==> src/hdl/ioaoc_pkg.sv <==
// Purpose: shared types and constants for the i/o access ordering control block
// Assumes: one core clock, requests arrive one at a time from the core side
// Notes: attribute codes travel with each bus request
// Behaviour
// - cacheable read hits may bypass buffered writes
// - uncacheable accesses issue in program order
// - serializing op drains all earlier accesses first
// - port writes never enter write buffer
// - port read waits for pending stores
// - port write blocks next until complete
package ioaoc_pkg;

  // access attribute driven with every external bus request
  typedef enum logic [1:0] {
    IOAOC_ATTR_CACHE   = 2'h0,  // cacheable memory
    IOAOC_ATTR_UNCACHE = 2'h1,  // uncacheable memory
    IOAOC_ATTR_PORT    = 2'h2   // port address space
  } ioaoc_attr_t;

  // operation class presented by the core
  typedef enum logic [2:0] {
    IOAOC_OP_MEM_RD    = 3'h0,  // memory read
    IOAOC_OP_MEM_WR    = 3'h1,  // memory write
    IOAOC_OP_PORT_RD   = 3'h2,  // single, block or block_prefix port load
    IOAOC_OP_PORT_WR   = 3'h3,  // single, block or block_prefix port store
    IOAOC_OP_SERIALIZE = 3'h4   // serializing operation
  } ioaoc_op_t;

  // request from the core
  typedef struct packed {
    ioaoc_op_t   op;            // operation class
    logic        cacheable;     // target region is cacheable
    logic [31:0] addr;          // target address
    logic [31:0] data;          // write data
  } ioaoc_req_t;

  // request on the external bus
  typedef struct packed {
    ioaoc_attr_t attr;          // ordering and buffering attribute
    logic        write;         // write when set
    logic [31:0] addr;          // target address
    logic [31:0] data;          // write data
  } ioaoc_bus_t;

  localparam int unsigned IOAOC_WB_DEPTH = 4;      // write buffer entries
  localparam logic [2:0]  IOAOC_CNT_RST  = 3'h0;   // occupancy after reset

endpackage : ioaoc_pkg

==> src/hdl/ioaoc_top.sv <==
// Purpose: order core memory and port accesses onto the external bus
// Assumes: bus_done pulses once per accepted bus request, in order
// Notes: cacheable read hits are answered internally, never wait on the buffer
`timescale 1ns/10ps
module ioaoc_top #(
  parameter int unsigned DEPTH = ioaoc_pkg::IOAOC_WB_DEPTH  // write buffer entries
) (
  input  wire logic                 ref_clk,      // core clock, 100 MHz
  input  wire logic                 reset_n,      // async active-low reset
  input  wire ioaoc_pkg::ioaoc_req_t req,         // core request
  input  wire logic                 req_valid,    // core request present
  output wire logic                 req_ready,    // core request accepted
  input  wire logic                 hit,          // cacheable read hit in cache
  output logic                      hit_done,     // read served internally
  output ioaoc_pkg::ioaoc_bus_t     bus_req,      // external bus request
  output logic                      bus_valid,    // bus request present
  input  wire logic                 bus_ready,    // bus accepts request
  input  wire logic                 bus_done,     // bus completes oldest request
  output logic                      stall         // core held off by ordering
);

  // reset release through two flops
  logic rst_s1_q;  // first stage, read only by the second
  logic rst_n_q;   // released reset used by all other logic
  always_ff @(posedge ref_clk or negedge reset_n) begin
    if (!reset_n) begin
      rst_s1_q <= 1'b0;
      rst_n_q  <= 1'b0;
    end else begin
      rst_s1_q <= 1'b1;
      rst_n_q  <= rst_s1_q;
    end
  end

  // pointer width; depth is taken as a power of two so the pointers wrap freely
  localparam int AW = $clog2(DEPTH);

  // write buffer for cacheable/uncacheable memory writes
  ioaoc_pkg::ioaoc_bus_t wb_q [DEPTH];     // buffered writes
  logic [AW-1:0]         wr_ptr_q, rd_ptr_q; // buffer pointers
  logic [AW:0]           wb_cnt_q;         // buffer occupancy
  logic [3:0]            out_q;            // issued, not yet completed
  logic                  pwr_wait_q;       // port write in flight

  // classify the incoming request
  wire logic is_mrd   = req.op == ioaoc_pkg::IOAOC_OP_MEM_RD;
  wire logic is_mwr   = req.op == ioaoc_pkg::IOAOC_OP_MEM_WR;
  wire logic is_prd   = req.op == ioaoc_pkg::IOAOC_OP_PORT_RD;
  wire logic is_pwr   = req.op == ioaoc_pkg::IOAOC_OP_PORT_WR;
  wire logic is_ser   = req.op == ioaoc_pkg::IOAOC_OP_SERIALIZE;
  wire logic wb_empty = wb_cnt_q == '0;
  wire logic wb_full  = wb_cnt_q == (AW+1)'(DEPTH);
  wire logic drained  = wb_empty && (out_q == 4'h0) && !bus_valid;

  // cacheable read hit bypasses buffered writes
  wire logic fast_rd  = is_mrd && req.cacheable && hit;
  // port reads, serializing ops and uncacheable memory accesses must wait for all older traffic
  wire logic need_drain = is_prd || is_ser || (!req.cacheable && (is_mrd || is_mwr));
  wire logic direct   = is_prd || is_pwr || (is_mrd && !fast_rd);
  wire logic ok_mwr   = is_mwr && !wb_full && (req.cacheable || drained);
  wire logic ok_dir   = direct && !bus_valid && (need_drain ? drained : wb_empty);
  wire logic blocked  = pwr_wait_q;
  wire logic take     = req_valid && !blocked &&
                        (fast_rd || ok_mwr || ok_dir || (is_ser && drained));

  // ready is combinational so a request is taken in the cycle it becomes legal
  assign req_ready = take;

  // attribute of a core request
  function automatic ioaoc_pkg::ioaoc_attr_t attr_of(input ioaoc_pkg::ioaoc_req_t r);
    if (r.op == ioaoc_pkg::IOAOC_OP_PORT_RD || r.op == ioaoc_pkg::IOAOC_OP_PORT_WR)
      return ioaoc_pkg::IOAOC_ATTR_PORT;
    return r.cacheable ? ioaoc_pkg::IOAOC_ATTR_CACHE : ioaoc_pkg::IOAOC_ATTR_UNCACHE;
  endfunction

  wire ioaoc_pkg::ioaoc_bus_t cur = '{attr: attr_of(req), write: is_mwr || is_pwr,
                                      addr: req.addr, data: req.data};
  wire logic issue   = bus_valid && bus_ready;
  wire logic wb_push = take && is_mwr;
  // buffer drains only into an idle bus slot; direct ops need an empty buffer anyway
  wire logic wb_pop  = !bus_valid && !wb_empty && !(take && direct);

  // bus request register: direct ops win only when buffer is empty
  always_ff @(posedge ref_clk or negedge rst_n_q) begin
    if (!rst_n_q) begin
      bus_valid <= 1'b0;
      bus_req   <= '0;
    end else if (take && direct) begin
      bus_valid <= 1'b1;
      bus_req   <= cur;
    end else if (wb_pop) begin
      bus_valid <= 1'b1;
      bus_req   <= wb_q[rd_ptr_q]; // oldest write goes first, in order
    end else if (issue) begin
      bus_valid <= 1'b0;
    end
  end

  // write buffer storage and pointers
  always_ff @(posedge ref_clk or negedge rst_n_q) begin
    if (!rst_n_q) begin
      wr_ptr_q <= '0;
      rd_ptr_q <= '0;
      wb_cnt_q <= (AW+1)'(ioaoc_pkg::IOAOC_CNT_RST);
      for (int i = 0; i < DEPTH; i++) wb_q[i] <= '0;
    end else begin
      if (wb_push) begin
        wb_q[wr_ptr_q] <= cur;
        wr_ptr_q       <= wr_ptr_q + 1'b1;
      end
      if (wb_pop) rd_ptr_q <= rd_ptr_q + 1'b1;
      wb_cnt_q <= wb_cnt_q + (AW+1)'(wb_push) - (AW+1)'(wb_pop);
    end
  end

  // outstanding count; chipset posting is outside our view, so done means bus done only
  always_ff @(posedge ref_clk or negedge rst_n_q) begin
    if (!rst_n_q) begin
      out_q <= 4'h0;
    end else begin
      out_q <= out_q + 4'(issue) - 4'(bus_done && out_q != 4'h0);
    end
  end

  // port write holds the next op until its own completion and all older stores
  always_ff @(posedge ref_clk or negedge rst_n_q) begin
    if (!rst_n_q) begin
      pwr_wait_q <= 1'b0;
    end else if (take && is_pwr) begin
      pwr_wait_q <= 1'b1;
    end else if (pwr_wait_q && drained) begin
      pwr_wait_q <= 1'b0;
    end
  end

  // completion and stall indications
  always_ff @(posedge ref_clk or negedge rst_n_q) begin
    if (!rst_n_q) begin
      hit_done <= 1'b0;
      stall    <= 1'b0;
    end else begin
      hit_done <= take && fast_rd;
      stall    <= req_valid && !take;
    end
  end
endmodule // ioaoc_top

==> config.mk <==
export PLATFORM = sky130hd
export DESIGN_NAME = ioaoc_top
export DESIGN_NICKNAME = d
export VERILOG_FILES = /design/src/hdl/ioaoc_pkg.sv /design/src/hdl/ioaoc_top.sv
export SDC_FILE = /design/constraint.sdc
export NUM_CORES = 1
export LEC_CHECK = 0
export ABC_AREA = 1
export BUFFER_PORTS_ARGS = -buffer_cell sky130_fd_sc_hd__buf_2
export CORE_ASPECT_RATIO = 0.9
export CORE_MARGIN = 4
export CORE_UTILIZATION = 60
export CTS_CLUSTER_DIAMETER = 80
export CTS_CLUSTER_SIZE = 24
export DETAILED_ROUTE_END_ITERATION = 10
export HOLD_SLACK_MARGIN = 0.03
export MAX_ROUTING_LAYER = met4
export PLACE_DENSITY = 0.78
export SYNTH_ARGS = -nofsm -noshare
export SYNTH_HDL_FRONTEND = slang
export SYNTH_SLANG_ARGS = --single-unit
export TNS_END_PERCENT = 30
==> constraint.sdc <==
create_clock -name ref_clk -period 13.4 [get_ports ref_clk]
set_input_delay 2.68 -clock ref_clk [delete_from_list [all_inputs] [get_ports ref_clk]]
set_output_delay 2.68 -clock ref_clk [all_outputs]
set_load 0.02 [all_outputs]
# Word level (Yosys, flattened, before mapping)

Index checks and enable logic that the tools add are counted.

Register bits after elaboration: 352
Latch bits: 0
Bits in writable memories: 0
ROM bits: 0
Memories: 0

$add $sub $neg: 6
Multiply operators: 0
Divide/modulo/power cells: 0
Order comparisons: 3
Equal/unequal tests: 5
Shift-type cells: 0
Multiplexer cells: 18
Bitwise gates (word level): 2
Reduce and logical (&&, ||, !) cells: 49

Operator list:

| operator                                                              | number |
|---|---|
| 67-bit two-way mux                                                    | 5 |
| 268-bit bitwise mux                                                   | 1 |
| 67-bit binary-select mux with 2-bit select                            | 1 |
| 67-bit demux with 2-bit select                                        | 1 |
| 1-bit logical AND                                                     | 24 |
| 1-bit logical OR                                                      | 10 |
| 1-bit zero test                                                       | 8 |
| 1-bit two-way mux                                                     | 8 |
| 3-bit by 2-bit equality test with 1-bit output, second input constant | 2 |
| 3-bit equality test, second input constant                            | 2 |
| 3-bit >= comparator, second input constant                            | 2 |
| 3-bit zero test                                                       | 2 |
| 2-bit NOT with 3-bit output                                           | 2 |
| 2-bit by 1-bit adder with 2-bit output, second input constant         | 2 |
| 4-bit by 1-bit adder with 4-bit output                                | 1 |
| 4-bit zero test                                                       | 1 |
| 2-bit two-way mux                                                     | 2 |
| 2-bit nonzero test                                                    | 2 |
| 4-bit nonzero test                                                    | 1 |
| 4-bit by 1-bit subtractor with 4-bit output                           | 1 |
| 3-bit by 1-bit adder with 3-bit output                                | 1 |
| 3-bit by 1-bit equality test with 1-bit output, second input constant | 1 |
| 3-bit by 1-bit < comparator with 1-bit output, second input constant  | 1 |
| 3-bit nonzero test                                                    | 1 |
| 3-bit by 1-bit subtractor with 3-bit output                           | 1 |

# Logic depth before layout (Yosys ltp)

Depth after elaboration: 16
Gate-level depth with buffers: 14
Depth with buffers taken out: 14

# Worst setup path after synthesis

Ideal clock, no wire load.

Path type: input-to-output
From: in req[66] (netlist bit)
To: out req_ready
Arrival time: 3775 ps
Path slack: 6945 ps
Stages: 8
Path buffers: 1
Cells stage by stage: nor2_2 > nand3_1 > a21oi_1 > nand2_1 > nand3_2 > clkbuf_1 > nand2_1 > inv_1

Longest elaborated chain between the ends: 11

Ends and longest elaborated chain:

| what                            | RTL line        | source |
|---|---|---|
| start: declaration              | ioaoc_top.sv:10 | `input wire ioaoc_pkg::ioaoc_req_t req,` |
| 3-bit zero test                 | ioaoc_top.sv:46 | `wire logic is_mrd = req.op == ioaoc_pkg::IOAOC_OP_MEM_RD;` |
| 1-bit logical AND (2 in series) | ioaoc_top.sv:56 | `wire logic fast_rd = is_mrd && req.cacheable && hit;` |
| 1-bit zero test                 | ioaoc_top.sv:59 | `wire logic direct = is_prd \|\| is_pwr \|\| (is_mrd && !fast_rd);` |
| 1-bit logical AND               | ioaoc_top.sv:59 |  |
| 1-bit logical OR                | ioaoc_top.sv:59 |  |
| 1-bit logical AND (2 in series) | ioaoc_top.sv:61 | `wire logic ok_dir = direct && !bus_valid && (need_drain ? drained : wb_empty);` |
| 1-bit logical OR                | ioaoc_top.sv:64 | `(fast_rd \|\| ok_mwr \|\| ok_dir \|\| (is_ser && drained));` |
| 1-bit logical OR (*)            | ioaoc_top.sv:64 |  |
| 1-bit logical AND (*)           | ioaoc_top.sv:63 | `wire logic take = req_valid && !blocked &&` |
| end: declaration                | ioaoc_top.sv:12 | `output wire logic req_ready,` |

Every way passes the cells marked *; elsewhere a longest branch is shown, timed or not.

# Worst setup path after layout

Same ends and word-level chain as after synthesis.

==> reports/qor.yml <==
status: "finished, final reports clean"
synth.cell_area_um2: 16000
leakage_nw: 9.42
drive_above_1_share_pct: 10.2
routed_via_density: 5.92
synth.area.top_cells: "dfrtp_1 (55%), nand2_1 (21%), nand3_1 (4.4%), o21ai_0 (4.2%), nor2_1 (3.3%)"
fmax_ghz: 0.153
ys_warn_count: 0
clkSlewWorstSetupHoldPaths_ns: 0.09
fin_nets: 2140
finClkSkew_ns: 0.0120
path_max_fanout: 5
crit_family: "simple AND/OR/NAND/NOR gates"
drt_first_pass_iters: 5
crit_chain: "buf_2 > nor2_2 > nand3_1 > a21oi_1 > nand2_1 > nand3_4 > nand2_1 > inv_1 > buf_2"
clock_latency_ns: 0.52
grt_pass1_vias: 14000
first_iter_violations: 1503
cts_tree: "done"
cp.required_ns: 10.72
rsz0062_at_grt: "false"
hold_viol: 0
antenna_found_initial: 1
synthArstFlopShare_pct: 100
routed_wl_mm: 44.8
num_io_pins: 145
drcViolationCount: 0
core_area_um2: 26200
cts_max_path_buffers: 3
numClockSinks: 352
dp_hpwl_mm: 24.1
ys_seq_elements: 352
synthTopCellsByCount: "nand2_1 (877), dfrtp_1 (352), nor2_1 (143)"
die-area_um2: 29400
numPortBuffers: 144
fin_crit_ns: 6.53
p_comb_share_pct: 37.1
ys.flop_type: "dfrtp_1"
cts_resized: 0
avgSynthCellArea_um2: 8.00
finalSetupTns_ns: 0
period_share_pct: 48.8
synth_cell_types: 28
slew_headroom_pct: 25.6
yosysSeqAreaShare_pct: 54.9
peakVddDrop_v: 0.000108
die_y_um: 163
crit_arrival_ns: 3.85
setup_violations: 0
postSynthCellCount: 2004
routedWlPerCell_um: 18.6
maxCapViolations: 0
pwr-share-clk_pct: 20.1
grt_max_degree: 85
worst_pin_slew_ns: 1.11
sw_frac_of_total_pct: 40.2
post-cts-setup-buffers: 0
rows: 56
cp.buffers_inverters: 3
hold_buffers: 0
p_int_mw: 1.78
hp-class: "reg -> reg"
synth.most_common_cell: "nand2_1"
cts_made_buffers: 18
grt_pass1_wl_mm: 72.8
dr_total_vias: 14200
critPathMaxStageDelay_ns: 0.19
cp-start-kind: "primary input"
final_cells: 2406
ctsRootBufferMaster: "clkbuf_16"
synth_enable_flop_cells: 0
seq_power_share_pct: 42.8
endpoint_kind: "output pin"
switchingPower_mw: 1.20
antenna_left: 0
place.gp.congestion: 0.887
critPathKind: "in -> out"
start_util_pct: 61.2
yosys.area.top_type: "dfrtp_1"
crit_slowest_cell: "a21oi_1"
synthToLayoutAreaGrowth_pct: 7.91
die_width_um: 180
htree_levels: 1
place_inst: 2381
track_usage_pct: 31.0
powerDensity_nw_per_um2: 172
yosysTopAreaCellShare_pct: 54.9
drv_slew: 0
overflow: 0
synthesis.nets: 2091
through the flow:
stage	util (%)	instance area (um2)	total power, mW	hold WS [ns]	setup WS, ns
5_1_grt	66.0	17300	3.15	0.366	6.77
2_1_floorplan	-	16000	2.03	0.331	2.86
4_1_cts	66.0	17300	2.97	0.359	6.91
3_3_place_gp	64.1	16800	2.35	0.334	7.01
6_report	66.0	17300	2.97	0.357	6.87
3_5_place_dp	64.1	16800	2.38	0.337	6.92
metal layers:
metal	vias up	GRT usage, %	share of wire [%]
li1	6539	-	-
met1	6962	42.3	41
met2	666	49.9	49
met3	76	4.34	8.3
met4	0	8.35	1.9
met5	-	-	0
path summary, 6_finish.rpt:
kind,to,slack (ns),cells past startpoint,from
max,req_ready,6.87,9,req[66]
max in group asynchronous,rd_ptr_q[0],10.70,2,rst_n_q
min reg2reg,rst_n_q,0.36,0,rst_s1_q
min,rst_n_q,0.36,0,rst_s1_q
min in group asynchronous,wb_q[139],0.39,0,rst_n_q
max reg2reg,wb_q[218],9.18,13,wb_cnt_q[1]
registers in the layout, indices dropped and copies added (netlist names):
register	count
blocked	1
bus_req	67
bus_valid	1
hit_done	1
out_q	4
rd_ptr_q	2
rst_n_q	1
rst_s1_q	1
stall	1
wb_cnt_q	3
wb_q	268
wr_ptr_q	2
layout by cell type (no fill, tap or decap), drive strengths merged:
master / count
o22ai: 66
clkinvlp: 1
nor3: 2
dfrtp: 352
fa: 2
buf: 170
inv: 41
clkinv: 1
ha: 11
nand4: 71
clkbuf: 21
xor2: 3
diode: 2
nand3: 144
conb: 1
o211ai: 1
a21oi: 4
nor2: 148
nand2: 877
xnor2: 3
nand3b: 1
a31oi: 1
o21ai: 134
o21a: 1
kinds of logic (layout without fill, tap and decap cells):
family	after synthesis	after routing	synth area share, %
other	1	3	0.0234
AOI/OAI and AO/OA	207	207	7.02
adders and majority gates	13	13	1.11
buffers and inverters	182	234	5.03
xor gates and xnor gates	6	6	0.328
DFF	352	352	54.9
and+or+nand+nor	1243	1243	31.6
area by class of cell:
class / instances / area [um2]
flip-flops and latches: 352 / 8820
clock inverters: 2 / 12.5
fillers: 2280 / 8900
repair buffers: 170 / 916
well taps: 348 / 435
multi-input cells: 1470 / 6480
inverters: 41 / 156
diodes: 2 / 5.00
clock buffers: 21 / 483
power groups by stage:
| stage | Combinational, mW | Clock (mW) | Sequential (mW) |
|---|---|---|---|
| detailed placement | 1.09 | 0 | 1.29 |
| floorplan | 0.678 | 0 | 1.35 |
| global placement | 1.07 | 0 | 1.29 |
| CTS | 1.09 | 0.604 | 1.27 |
| finish | 1.10 | 0.597 | 1.27 |
| global route | 1.22 | 0.642 | 1.29 |
Power figures use the tool's default switching activity.
